===== src/inc/clk_ctrl_pkg.sv =====
package clk_ctrl_pkg;

  // register indices; the byte address on the bus is four times the index
  localparam logic [31:0] IDX_CLOCK_SETUP = 32'h0000_4000;
  localparam logic [31:0] IDX_CORE_SUPPLY = 32'h0000_4001;
  localparam logic [31:0] IDX_PLL_PARAMS = 32'h0000_4002;
  localparam logic [31:0] ADDR_CLOCK_SETUP = IDX_CLOCK_SETUP << 2;
  localparam logic [31:0] ADDR_CORE_SUPPLY = IDX_CORE_SUPPLY << 2;
  localparam logic [31:0] ADDR_PLL_LO = IDX_PLL_PARAMS << 2;
  localparam logic [31:0] ADDR_PLL_HI = ADDR_PLL_LO + 32'h0000_0004;
  localparam logic [31:0] ADDR_IRQ_STATUS = 32'h0001_0020;
  localparam logic [31:0] ADDR_IRQ_MASK = 32'h0001_0024;

  // clock_setup fields
  localparam int CS_CORE_EN = 0;
  localparam int CS_IN_FREQ_LSB = 1;
  localparam int CS_SRC_SEL = 3;
  localparam int CS_OUT_EN = 4;
  localparam int CS_OUT_FREQ_LSB = 5;
  localparam logic [7:0] CS_RESET = 8'h00;
  localparam logic [7:0] CS_WMASK = 8'h7f;
  localparam logic [1:0] IN_FREQ_1024 = 2'b11;

  // core_supply_level fields
  localparam int SUP_LVL_LSB = 1;
  localparam logic [7:0] SUP_RESET = 8'h02;
  localparam logic [7:0] SUP_WMASK = 8'h06;

  // pll_parameters fields
  localparam int PLL_EN = 0;
  localparam int PLL_LOCK = 1;
  localparam int PLL_TYPE = 8;
  localparam int PLL_XDIV_LSB = 9;
  localparam int PLL_INT_LSB = 11;
  localparam int PLL_NUM_LSB = 16;
  localparam int PLL_DEN_LSB = 32;
  localparam logic [47:0] PLL_RESET = 48'h0753_0287_1901;
  localparam logic [47:0] PLL_WMASK = 48'hffff_ffff_7f01;

  // interrupt status bits
  localparam int IRQ_LOCK = 0;
  localparam int IRQ_SRC_MISMATCH = 1;
  localparam int IRQ_W = 2;

  // divided-input ticks seen before the pll reports lock
  localparam logic [15:0] LOCK_TICKS = 16'h0400;
  // clock output half period in reference ticks at the 256x setting
  localparam logic [4:0] CLKOUT_HALF_BASE = 5'h02;
  localparam logic [4:0] ONE5 = 5'h01;

  localparam logic [1:0] RESP_OKAY = 2'b00;
  localparam logic [1:0] RESP_SLVERR = 2'b10;

endpackage


===== src/tick_divider.sv =====
`timescale 1ns/100ps
module tick_divider #(
  parameter int W = 2
) (
  // clock and reset
  input wire logic aclk,
  input wire logic aresetn,
  // ticks in, divided ticks out
  input wire logic tick_in,
  input wire logic [W-1:0] last,
  output logic tick_out
);

  logic [W-1:0] count_q;

  // >= keeps the count sane when last is lowered mid-count
  always_ff @(posedge aclk) begin
    if (!aresetn) begin
      count_q <= '0;
      tick_out <= 1'b0;
    end else begin
      tick_out <= 1'b0;
      if (tick_in) begin
        if (count_q >= last) begin
          count_q <= '0;
          tick_out <= 1'b1;
        end else begin
          count_q <= count_q + 1'b1;
        end
      end
    end
  end

endmodule // tick_divider


===== src/codec_clock_control.sv =====
`timescale 1ns/100ps
// Summary of operation
// [RULE1] all control registers except pll_parameters are byte wide, read and write
// [RULE2] pll_parameters is 48 bits, committed whole by one two-word write
// [RULE3] clock_setup at 0x4000, core_supply_level 0x4001, pll_parameters from 0x4002
// [RULE4] clock_setup [6:5] picks clock output at 32, 64, 128, 256 fs
// [RULE5] clock_setup bit 4 enables clock output pin, reset disabled
// [RULE6] clock_setup bit 3 picks master clock pin or pll, reset pin
// [RULE7] pll output is 1024 fs; software must declare input as 11
// [RULE8] clock_setup [2:1] declares input as 256, 512, 768, 1024 fs
// [RULE9] divider divides source by 1 to 4 so core gets 256 fs
// [RULE10] external source gives exact multiple, at most 1024 times 48 kHz
// [RULE11] clock_setup bit 0 gates core clock, reset off
// [RULE12] core_supply_level [2:1] sets core supply, 1.4 V after reset
// [RULE13] software should pick 1.5 V while configuring the processing core
// [RULE14] pll scales master clock, integer-N and fractional modes
// [RULE15] pll bit 8 picks fractional or integer-N, bit 0 enables pll
// [RULE16] pll bit 1 is read-only sticky lock indication
// [RULE17] pll multiplies input/X by R plus N over M
// [RULE18] clock output is 1024 fs reference divided by 32, 16, 8, 4
module codec_clock_control (
  // clock and reset
  input wire logic aclk,
  input wire logic aresetn,
  // axi4-lite write
  input wire logic [31:0] awaddr,
  input wire logic awvalid,
  output logic awready,
  input wire logic [31:0] wdata,
  input wire logic [3:0] wstrb,
  input wire logic wvalid,
  output logic wready,
  output logic [1:0] bresp,
  output logic bvalid,
  input wire logic bready,
  // axi4-lite read
  input wire logic [31:0] araddr,
  input wire logic arvalid,
  output logic arready,
  output logic [31:0] rdata,
  output logic [1:0] rresp,
  output logic rvalid,
  input wire logic rready,
  // clock pins and core controls
  input wire logic master_clock_input_pin,
  output logic clock_output_pin,
  output logic core_clock_tick,
  output logic [1:0] core_supply_output,
  // interrupt
  output logic irq
);

  ////////////////////////////////////////////////////////////////////////////
  localparam int IRQ_W = clk_ctrl_pkg::IRQ_W;
  logic [7:0] cs_q;
  logic [7:0] sup_q;
  logic [47:0] pll_q;
  logic [31:0] stage_lo_q;
  logic lock_q;
  logic [IRQ_W-1:0] status_q;
  logic [IRQ_W-1:0] mask_q;
  logic [31:0] awaddr_q;
  logic [31:0] wdata_q;
  logic [3:0] wstrb_q;
  logic aw_held_q;
  logic w_held_q;
  logic do_write;
  logic hit_cs, hit_sup, hit_lo, hit_hi, hit_st, hit_mk, hit_any;
  logic pll_commit;
  logic [31:0] rdata_d;
  logic rhit;

  assign do_write = aw_held_q & w_held_q & ~bvalid;
  assign hit_cs = awaddr_q == clk_ctrl_pkg::ADDR_CLOCK_SETUP; // RULE3
  assign hit_sup = awaddr_q == clk_ctrl_pkg::ADDR_CORE_SUPPLY; // RULE3
  assign hit_lo = awaddr_q == clk_ctrl_pkg::ADDR_PLL_LO; // RULE3
  assign hit_hi = awaddr_q == clk_ctrl_pkg::ADDR_PLL_HI;
  assign hit_st = awaddr_q == clk_ctrl_pkg::ADDR_IRQ_STATUS;
  assign hit_mk = awaddr_q == clk_ctrl_pkg::ADDR_IRQ_MASK;
  assign hit_any = hit_cs | hit_sup | hit_lo | hit_hi | hit_st | hit_mk;
  assign pll_commit = do_write & hit_hi;

  ////////////////////////////////////////////////////////////////////////////
  // write channels: address and data taken in either order
  always_ff @(posedge aclk) begin
    if (!aresetn) begin
      awready <= 1'b1;
      wready <= 1'b1;
      aw_held_q <= 1'b0;
      w_held_q <= 1'b0;
      awaddr_q <= 32'h0000_0000;
      wdata_q <= 32'h0000_0000;
      wstrb_q <= 4'h0;
      bvalid <= 1'b0;
      bresp <= clk_ctrl_pkg::RESP_OKAY;
    end else begin
      if (awvalid && awready) begin
        awaddr_q <= awaddr;
        aw_held_q <= 1'b1;
        awready <= 1'b0;
      end
      if (wvalid && wready) begin
        wdata_q <= wdata;
        wstrb_q <= wstrb;
        w_held_q <= 1'b1;
        wready <= 1'b0;
      end
      if (do_write) begin
        aw_held_q <= 1'b0;
        w_held_q <= 1'b0;
        bvalid <= 1'b1;
        bresp <= hit_any ? clk_ctrl_pkg::RESP_OKAY : clk_ctrl_pkg::RESP_SLVERR; // RULE3
      end
      if (bvalid && bready) begin
        bvalid <= 1'b0;
        awready <= 1'b1;
        wready <= 1'b1;
      end
    end
  end

  ////////////////////////////////////////////////////////////////////////////
  // byte registers; upper lanes of these words are ignored
  always_ff @(posedge aclk) begin
    if (!aresetn) begin
      cs_q <= clk_ctrl_pkg::CS_RESET;
      sup_q <= clk_ctrl_pkg::SUP_RESET; // RULE12
    end else if (do_write && wstrb_q[0]) begin
      if (hit_cs) cs_q <= wdata_q[7:0] & clk_ctrl_pkg::CS_WMASK; // RULE1
      if (hit_sup) sup_q <= wdata_q[7:0] & clk_ctrl_pkg::SUP_WMASK; // RULE1
    end
  end

  // low word waits in a stage so the 48 bits change in one step
  always_ff @(posedge aclk) begin
    if (!aresetn) begin
      stage_lo_q <= clk_ctrl_pkg::PLL_RESET[31:0];
      pll_q <= clk_ctrl_pkg::PLL_RESET;
    end else begin
      if (do_write && hit_lo) begin
        for (int b = 0; b < 4; b++) begin
          if (wstrb_q[b]) stage_lo_q[b*8 +: 8] <= wdata_q[b*8 +: 8];
        end
      end
      if (pll_commit) pll_q <= {wdata_q[15:0], stage_lo_q} & clk_ctrl_pkg::PLL_WMASK; // RULE2
    end
  end

  ////////////////////////////////////////////////////////////////////////////
  // read channel
  always_comb begin
    rhit = 1'b1;
    rdata_d = 32'h0000_0000;
    unique case (araddr)
      clk_ctrl_pkg::ADDR_CLOCK_SETUP: rdata_d[7:0] = cs_q; // RULE1
      clk_ctrl_pkg::ADDR_CORE_SUPPLY: rdata_d[7:0] = sup_q;
      clk_ctrl_pkg::ADDR_PLL_LO: begin
        rdata_d = pll_q[31:0];
        rdata_d[clk_ctrl_pkg::PLL_LOCK] = lock_q; // RULE16
      end
      clk_ctrl_pkg::ADDR_PLL_HI: rdata_d[15:0] = pll_q[47:32];
      clk_ctrl_pkg::ADDR_IRQ_STATUS: rdata_d[IRQ_W-1:0] = status_q;
      clk_ctrl_pkg::ADDR_IRQ_MASK: rdata_d[IRQ_W-1:0] = mask_q;
      default: rhit = 1'b0;
    endcase
  end

  always_ff @(posedge aclk) begin
    if (!aresetn) begin
      arready <= 1'b1;
      rvalid <= 1'b0;
      rdata <= 32'h0000_0000;
      rresp <= clk_ctrl_pkg::RESP_OKAY;
    end else if (arvalid && arready) begin
      arready <= 1'b0;
      rvalid <= 1'b1;
      rdata <= rdata_d;
      rresp <= rhit ? clk_ctrl_pkg::RESP_OKAY : clk_ctrl_pkg::RESP_SLVERR;
    end else if (rvalid && rready) begin
      rvalid <= 1'b0;
      arready <= 1'b1;
    end
  end

  ////////////////////////////////////////////////////////////////////////////
  // master clock pin is sampled; a rising level is one source tick
  logic mclk_prev_q;
  logic mclk_tick;
  logic pll_en, pll_frac;
  logic [15:0] pll_num, pll_den;
  logic [3:0] pll_int;
  logic [1:0] pll_xdiv;
  logic pll_in_tick;
  logic [23:0] acc_q;
  logic [23:0] step, unit;
  logic pll_emit;
  logic pll_tick_q;
  logic [15:0] lock_cnt_q;
  logic lock_event;

  assign mclk_tick = master_clock_input_pin & ~mclk_prev_q;
  assign pll_en = pll_q[clk_ctrl_pkg::PLL_EN]; // RULE15
  assign pll_frac = pll_q[clk_ctrl_pkg::PLL_TYPE]; // RULE15
  assign pll_xdiv = pll_q[clk_ctrl_pkg::PLL_XDIV_LSB +: 2];
  assign pll_int = pll_q[clk_ctrl_pkg::PLL_INT_LSB +: 4];
  assign pll_num = pll_q[clk_ctrl_pkg::PLL_NUM_LSB +: 16];
  assign pll_den = pll_q[clk_ctrl_pkg::PLL_DEN_LSB +: 16];

  always_ff @(posedge aclk) begin
    if (!aresetn) mclk_prev_q <= 1'b0;
    else mclk_prev_q <= master_clock_input_pin;
  end

  // pll input divider by 1 to 4
  tick_divider #(.W(2)) u_pll_xdiv (
    .aclk(aclk),
    .aresetn(aresetn),
    .tick_in(mclk_tick & pll_en),
    .last(pll_xdiv), // RULE17
    .tick_out(pll_in_tick)
  );

  // phase accumulator in units of M; integer-N ignores the fraction.
  // a zero denominator falls back to integer-N rather than running away
  always_comb begin
    if (pll_frac && pll_den != 16'h0000) begin
      unit = {8'h00, pll_den};
      step = {20'h0_0000, pll_int} * {8'h00, pll_den} + {8'h00, pll_num}; // RULE17
    end else begin
      unit = 24'h00_0001;
      step = {20'h0_0000, pll_int}; // RULE14
    end
  end

  assign pll_emit = acc_q >= unit;

  // limitation: at most one pll tick per aclk, so the ratio must suit 250 MHz
  always_ff @(posedge aclk) begin
    if (!aresetn) begin
      acc_q <= 24'h00_0000;
      pll_tick_q <= 1'b0;
    end else if (!pll_en || pll_commit) begin
      acc_q <= 24'h00_0000;
      pll_tick_q <= 1'b0;
    end else begin
      acc_q <= acc_q + (pll_in_tick ? step : 24'h00_0000) - (pll_emit ? unit : 24'h00_0000);
      pll_tick_q <= pll_emit; // RULE14
    end
  end

  // lock after a run of input ticks; new parameters start it over
  assign lock_event = pll_in_tick && lock_cnt_q == clk_ctrl_pkg::LOCK_TICKS - 16'h0001;

  always_ff @(posedge aclk) begin
    if (!aresetn || !pll_en || pll_commit) lock_cnt_q <= 16'h0000;
    else if (pll_in_tick && lock_cnt_q != clk_ctrl_pkg::LOCK_TICKS) lock_cnt_q <= lock_cnt_q + 16'h0001;
  end

  // sticky; a lock in the commit cycle wins over the clear
  always_ff @(posedge aclk) begin
    if (!aresetn) lock_q <= 1'b0;
    else if (lock_event) lock_q <= 1'b1; // RULE16
    else if (pll_commit) lock_q <= 1'b0;
  end

  ////////////////////////////////////////////////////////////////////////////
  // source select, core divider and clock output
  logic src_tick;
  logic core_tick;
  logic out_tick;
  logic [3:0] out_last;

  assign src_tick = cs_q[clk_ctrl_pkg::CS_SRC_SEL] ? pll_tick_q : mclk_tick; // RULE6
  // the lowest code is the slowest output, so the half period shrinks as the code grows
  assign out_last = 4'((clk_ctrl_pkg::CLKOUT_HALF_BASE
    << ~cs_q[clk_ctrl_pkg::CS_OUT_FREQ_LSB +: 2]) - clk_ctrl_pkg::ONE5); // RULE4 RULE18

  tick_divider #(.W(2)) u_core_div (
    .aclk(aclk),
    .aresetn(aresetn),
    .tick_in(src_tick),
    .last(cs_q[clk_ctrl_pkg::CS_IN_FREQ_LSB +: 2]), // RULE8 RULE9
    .tick_out(core_tick)
  );

  tick_divider #(.W(4)) u_out_div (
    .aclk(aclk),
    .aresetn(aresetn),
    .tick_in(src_tick & cs_q[clk_ctrl_pkg::CS_OUT_EN]),
    .last(out_last), // RULE18
    .tick_out(out_tick)
  );

  always_ff @(posedge aclk) begin
    if (!aresetn) clock_output_pin <= 1'b0;
    else if (!cs_q[clk_ctrl_pkg::CS_OUT_EN]) clock_output_pin <= 1'b0; // RULE5
    else if (out_tick) clock_output_pin <= ~clock_output_pin;
  end

  always_ff @(posedge aclk) begin
    if (!aresetn) core_clock_tick <= 1'b0;
    else core_clock_tick <= core_tick & cs_q[clk_ctrl_pkg::CS_CORE_EN]; // RULE11
  end

  always_ff @(posedge aclk) begin
    if (!aresetn) core_supply_output <= clk_ctrl_pkg::SUP_RESET[clk_ctrl_pkg::SUP_LVL_LSB +: 2];
    else core_supply_output <= sup_q[clk_ctrl_pkg::SUP_LVL_LSB +: 2]; // RULE12
  end

  ////////////////////////////////////////////////////////////////////////////
  // interrupts: events set, writing one clears, set wins
  logic [IRQ_W-1:0] ev;
  logic [IRQ_W-1:0] w1c;

  always_comb begin
    ev = '0;
    ev[clk_ctrl_pkg::IRQ_LOCK] = lock_event;
    // pll chosen without declaring the 1024 fs input
    ev[clk_ctrl_pkg::IRQ_SRC_MISMATCH] = do_write && hit_cs && wstrb_q[0]
      && wdata_q[clk_ctrl_pkg::CS_SRC_SEL]
      && wdata_q[clk_ctrl_pkg::CS_IN_FREQ_LSB +: 2] != clk_ctrl_pkg::IN_FREQ_1024; // RULE7
  end

  assign w1c = (do_write && hit_st && wstrb_q[0]) ? wdata_q[IRQ_W-1:0] : '0;

  always_ff @(posedge aclk) begin
    if (!aresetn) status_q <= '0;
    else status_q <= (status_q & ~w1c) | ev;
  end

  always_ff @(posedge aclk) begin
    if (!aresetn) mask_q <= '0;
    else if (do_write && hit_mk && wstrb_q[0]) mask_q <= wdata_q[IRQ_W-1:0];
  end

  always_ff @(posedge aclk) begin
    if (!aresetn) irq <= 1'b0;
    else irq <= |(status_q & mask_q);
  end
endmodule // codec_clock_control


===== config.mk =====
export PLATFORM = sky130hd
export DESIGN_NAME = codec_clock_control
export DESIGN_NICKNAME = d
export VERILOG_FILES = /design/src/inc/clk_ctrl_pkg.sv /design/src/tick_divider.sv /design/src/codec_clock_control.sv
export SDC_FILE = /design/constraint.sdc
export NUM_CORES = 1
export LEC_CHECK = 0
export BUFFER_PORTS_ARGS = -buffer_cell sky130_fd_sc_hd__buf_2
export CAP_MARGIN = 20
export CORE_ASPECT_RATIO = 1.25
export CORE_MARGIN = 8
export CORE_UTILIZATION = 62
export CTS_CLUSTER_SIZE = 14
export DETAILED_ROUTE_END_ITERATION = 7
export GPL_ROUTABILITY_DRIVEN = 0
export PLACE_DENSITY = 0.89
export SYNTH_ARGS = -nofsm -noshare
export SYNTH_HDL_FRONTEND = slang
export SYNTH_SLANG_ARGS = --single-unit

===== constraint.sdc =====
create_clock -name aclk -period 13.1 [get_ports aclk]
set_input_delay 2.62 -clock aclk [delete_from_list [all_inputs] [get_ports aclk]]
set_output_delay 2.62 -clock aclk [all_outputs]
set_load 0.1 [all_outputs]

Word level (Yosys, flattened, before mapping)
Index checks and enable logic that the tools add are counted.
Widths: inputs -> output; s select.
{"block": "word_totals", "ff_bits": 247, "inputBits": 108, "out_inout_bits": 46}
{"block": "classes", "addsub": 8, "n_mul": 1, "magnitude_cmp": 4, "eq_ne": 15, "shifts": 1, "n_mux": 25, "bitwise": 21, "n_reduce_logical": 41}
{"operator": "$eq 32x17->1 const B", "n": 12}
{"operator": "$mux 24", "n": 2}
{"operator": "$mux 16", "n": 2}
{"operator": "$add 24x24->24", "n": 1}
{"operator": "$ge 24x24->1", "n": 1}
{"operator": "$sub 24x24->24", "n": 1}
{"operator": "$add 20x16->21", "n": 1}
{"operator": "$mux 21", "n": 1}
{"operator": "$mul 4x16->20", "n": 1}
{"operator": "$reduce_and 2->1", "n": 10}
{"operator": "$logic_and 1x1->1", "n": 18}
{"operator": "$pmux 6 s3", "n": 1}
{"operator": "$add 16x1->16 const B", "n": 1}
{"operator": "$eq 16x10->1 const B", "n": 1}
{"operator": "$ne 16x11->1 const B", "n": 1}
{"operator": "$pmux 8 s2", "n": 1}
{"operator": "$reduce_bool 16->1", "n": 1}
{"operator": "$pmux 2 s6", "n": 1}
{"operator": "$mux 1", "n": 11}
{"operator": "$mux 2", "n": 5}
{"operator": "$reduce_or 2->1", "n": 4}
{"operator": "$and 1x1->1", "n": 7}
{"operator": "$reduce_or 6->1", "n": 1}
{"operator": "$or 1x1->1", "n": 5}
{"operator": "15 further kinds", "n": 26}

Depth between registers and ports, before layout
{"block": "depth", "ltp_word": 8, "ltp_mapped": 26, "mapped_depth_nobuf": 23}

By module
Synthesis repeated with hierarchy kept, for this count alone.
{"block": "unflattened", "hier_cells": 1762, "area_unflattened_um2": 14690.3}
{"mod": "codec_clock_control", "n_inst": 1, "cells_per_inst": 1683, "area_each_um2": 13993.4}
{"mod": "tick_divider (u_core_div ...)", "n_inst": 2, "cells_per_inst": 21, "area_each_um2": 176.4}
{"mod": "tick_divider (u_out_div)", "n_inst": 1, "cells_per_inst": 37, "area_each_um2": 344.1}

Least setup slack after synthesis
OpenSTA, ideal clock, no wires.
{"block": "synth_path", "kind": "register -> register", "start": "register pll_q[14]", "end": "register acc_q[22]", "setup_time_ns": 0.117, "arrival_ns": 5.973, "setup_slack_ns": 7.010, "path_stages_with_launch": 26, "path_buffers": 3, "period_less_slack_ns": 6.090, "cell_sequence": "dfxtp_1 -> clkbuf_1 -> clkbuf_1 -> and2_1 -> fa_1 -> fa_1 -> inv_1 -> fa_1 -> inv_1 -> ha_1 -> and3_1 -> a221oi_1 -> o21ai_1 -> a21oi_1 -> xnor2_1 -> nand2_1 -> fa_1 -> inv_1 -> ha_1 -> and4_1 -> clkbuf_1 -> and3_1 -> a22o_1 -> a211oi_1 -> xor2_1 -> nor2_1"}
{"block": "synth_between", "elab_chain_cells": 6}
{"item": "start, declared", "line": "codec_clock_control.sv:57", "rtl": "logic [47:0] pll_q;"}
{"item": "start signal, assigned", "line": "codec_clock_control.sv:138", "rtl": "pll_q <= clk_ctrl_pkg::PLL_RESET;"}
{"item": "start signal, assigned", "line": "codec_clock_control.sv:145", "rtl": "if (pll_commit) pll_q <= {wdata_q[15:0], stage_lo_q} & clk_ctrl_pkg::PLL_WMASK;"}
{"item": "$mul 4x16->20", "line": "codec_clock_control.sv:228", "rtl": "step = {20'h0_0000, pll_int} * {8'h00, pll_den} + {8'h00, pll_num};"}
{"item": "$add 20x16->21", "line": "codec_clock_control.sv:228"}
{"item": "$mux 21 *", "line": "codec_clock_control.sv:226", "rtl": "if (pll_frac && pll_den != 16'h0000) begin"}
{"item": "$mux 24 *", "line": "codec_clock_control.sv:246", "rtl": "acc_q <= acc_q + (pll_in_tick ? step : 24'h00_0000) - (pll_emit ? unit : 24'h00_0000);"}
{"item": "$add 24x24->24 *", "line": "codec_clock_control.sv:246"}
{"item": "$sub 24x24->24 *", "line": "codec_clock_control.sv:246"}
{"item": "end signal, assigned", "line": "codec_clock_control.sv:246"}
{"item": "end, declared", "line": "codec_clock_control.sv:194", "rtl": "logic [23:0] acc_q;"}
Every way passes the cells marked *; elsewhere a longest branch is shown, timed or not.
A chain may end at the register's enable or synchronous reset.

Worst setup path in the final report
{"block": "layout_path", "start": "register pll_q[14]", "end": "register acc_q[21]"}
Same word-level chain as after synthesis.

==> flow_summary_export.csv <==
group,metric,value,unit
yosys,synth-seq-area-share,0.3312,
floorplanning,die_w,154.2,um
timing,timing.final.hold_violations,0,
layout,layoutNonFillerInstCount,2178,
timing,fin_skew,0.03674,ns
placed_design,dp.cells,2130,
global_routing,grt_use_total,0.2611,
clocking,cts.sinks,245,
timing,final.period_utilization,0.5126,
drt,routed_wl,38950,um
pwr,power.density,148.3,mW/mm2
setup_path,start_kind,"register",
hold_path,whs_path_depth,2,
clocking,cts_hold_buffers,0,
floorplanning,rows,63,
timing,setup_violations,0,
setup_path,critPathMostFrequentCell,"fa_1",
global_routing,overflow,0,
clocking,path_clk_slew,0.07,ns
layout,design_area,0.01645,mm2
layout,nNetsFinal,2123,
clocking,htree_levels,1,
timing,worst_slew_pin_slew,1.129,ns
clocking,cts_resized,0,
yosys,syn_inst,1773,
setup_path,crit_required,13.56,ns
floorplanning,die_y,188.8,um
drt,first_pass_iters,8,
yosys,ys_seq_elements,245,
drt,wl_per_cell,17.88,um
setup_path,critical_path_peak_fanout,19,
global_routing,grt_max_degree,111,
pwr,leakagePower,7.365,nW
yosys,synth.distinct_cells,82,
setup_path,cp.arrival,7.17,ns
yosys,ys.flop_type,"dfxtp_1",
global_routing,grt_pass1_vias,13080,
placed_design,port_buffers,151,
drt,antenna_left,0,
timing,relSlewSlack,0.2463,
clocking,cts_setup_buffers,0,
setup_path,r2r_cells,22,
floorplanning,die-area,0.02912,mm2
clocking,ctsLongestPathBuffers,3,
yosys,yosysWarningCount,0,
clocking,numCtsBuffers,26,
placed_design,hpwl,28460,um
drt,via_per_inst,6.001,
layout,drive_above_1_share,0.1204,
yosys,synth_edf_count,0,
timing,max_freq,148.9,MHz
yosys,avgSynthCellArea,8.353,um2
timing,fin_setup_tns,0,ns
floorplanning,start_util,0.6283,
job,drv_cap,0,
yosys,synth_area,0.01481,mm2
layout,final_util,0.6978,
drt,drc_errors,1,
hold_path,hold_class,"reg2reg",
timing,min_period,6.715,ns
layout,area.growth.synth_to_final,11.06,%
setup_path,slowest_stage,"dfxtp_1",
layout,n_antenna_cell,0,
floorplanning,io_pins,154,
floorplanning,coreArea,0.02357,mm2
layout,fillers,1709,
yosys,ys_async_sr_fraction,0,
hold_path,hp-start,"rdata[31]$_SDFFE_PN0P_",
setup_path,r2r-start,"pll_q[14]$_SDFFE_PN0P_",
drt,vias,13070,
setup_path,crit_path_end_kind,"register",
clocking,cts_tree,"done",
clocking,ctsRootBufferMaster,"clkbuf_16",
pwr,ir_drop,0.1302,mV
placed_design,placed_area,0.01557,mm2
setup_path,path_cells,"and2_1, fa_1, fa_1, inv_1, fa_1, inv_1, ha_1, a211o_1, a221oi_1, o21ai_1, a21oi_1, xnor2_1, nand2_1, fa_1, inv_1, ha_1, a21oi_1, o21ai_0, nor3b_1, nor4_1, a21oi_1, nor3b_1",
setup_path,max_stage_delay,0.72,ns
setup_path,worstSetupPathType,"reg2reg",
drt,dr.first_iter.drc_count,932,
status,failed_checks,"design-rule violations",
clocking,insertion_delay,0.55,ns
global_routing,antenna_found_initial,0,
status,status,"finished with violations",
global_routing,grt_pass1_wl,63250,um
setup_path,crit_start,"pll_q[14]$_SDFFE_PN0P_",
timing,rsz0062_at_grt,"no",
timing,slew_violations,0,
## cells in the mapped netlist, types with 12 or more instances
cell type,instances,area share
nand2_1,355,0.090
dfxtp_1,245,0.33
inv_1,161,0.041
ha_1,88,0.074
a21boi_0,79,0.040
and2_1,66,0.028
nand3_1,62,0.021
clkbuf_1,61,0.015
nor2_1,61,0.015
fa_1,59,0.080
o21ai_0,59,0.020
a21oi_1,40,0.014
a21boi_1,39,0.020
mux2i_1,34,0.023
xnor2_1,25,0.015
nor3_1,24,0.0081
nor4_1,24,0.010
nor2b_1,21,0.0089
nor3b_1,21,0.011
a21o_1,20,0.010
buf_2,17,0.0057
xor2_1,17,0.010
or3_1,15,0.0063
nand2b_1,14,0.0059
nand4_1,14,0.0059
and3_1,12,0.0051
## registers in the layout, summed over array words and instances, names as in the netlist, 2 cells and up
name and cells:
cs_q 7, u_out_div.count_q 4, sup_q 2, stage_lo_q 24, mask_q 2, wdata_q 32, core_supply_output 2, u_pll_xdiv.count_q 2
status_q 2, pll_q 40, rdata 32, lock_cnt_q 16, u_core_div.count_q 2, wstrb_q 4, awaddr_q 32, acc_q 24
## cells in the final DEF, fill, tap and decap left out, types with 59 or more instances in the layout
cell type / Yosys / routed
nand2_1: 355 / 355
dfxtp_1: 245 / 245
inv_1: 161 / 161
buf_2: 17 / 150
ha_1: 88 / 88
a21boi_0: 79 / 79
and2_1: 66 / 67
nand3_1: 62 / 62
nor2_1: 61 / 61
o21ai_0: 59 / 59
fa_1: 59 / 59
## final timing paths
check / end / slack, ns
setup / recovery: acc_q[21]$_SDFF_PP0_ / 6.39
hold / removal: rdata[31]$_SDFFE_PN0P_ / 0.45
setup reg to reg: acc_q[21]$_SDFF_PP0_ / 6.39
hold reg to reg: rdata[31]$_SDFFE_PN0P_ / 0.45
## metrics by stage
stage               setup slack (ns)  hold slack [ns]  power [W]
global placement               6.741           0.4366   0.001668
CTS                            6.564           0.4485   0.002421
finish                         6.385           0.4473   0.002439
global route                   6.137           0.4649   0.002580
detailed placement             6.555           0.4397   0.001700
floorplan                      7.010           0.4254   0.001509
## power by group
part	total [W]	switching (W)	internal, W
sequential	0.000840	0.0000403	0.000800
combinational	0.000879	0.000531	0.000347
clock	0.000720	0.000309	0.000411
total	0.00244	0.000881	0.00156
## per-layer routing
metal,share of wire,GRT usage,vias up
li1,-,-,6157
met1,0.38,0.2972,6157
met2,0.49,0.4543,576
met3,0.070,0.04332,181
met4,0.059,0.1514,0
met5,0,0,-
## logic make-up after synthesis
kind of cell	synth area share
AO/OA/AOI/OAI	0.1547
XOR/XNOR	0.02484
adder cells (fa/ha/maj)	0.1541
buffers and inverters	0.06835
flip-flops	0.3312
multiplexers	0.02526
other	0.0002532
AND/OR/NAND/NOR	0.2413
## critical path: cells and delay by family (launching register included)
family / cells / cell delay (ns)
AND/OR/NAND/NOR: 5 / 1.17
buffers and inverters: 3 / 0.13
adder cells (fa/ha/maj): 6 / 2.69
flip-flops: 1 / 0.72
AO/OA/AOI/OAI: 7 / 1.80
XOR/XNOR: 1 / 0.13
## final cells by class
class,count,area (um2),area share
timing repair buffer,158,838.3,0.05097
clock buffer,34,720.7,0.04382
inverter,161,604.3,0.03674
multi-input combinational,1276,8896,0.5409
tap,292,365.4,0.02221
sequential,245,4905,0.2982
clock inverter,12,117.6,0.007151
Note: power is estimated with default switching activity, not from simulation.
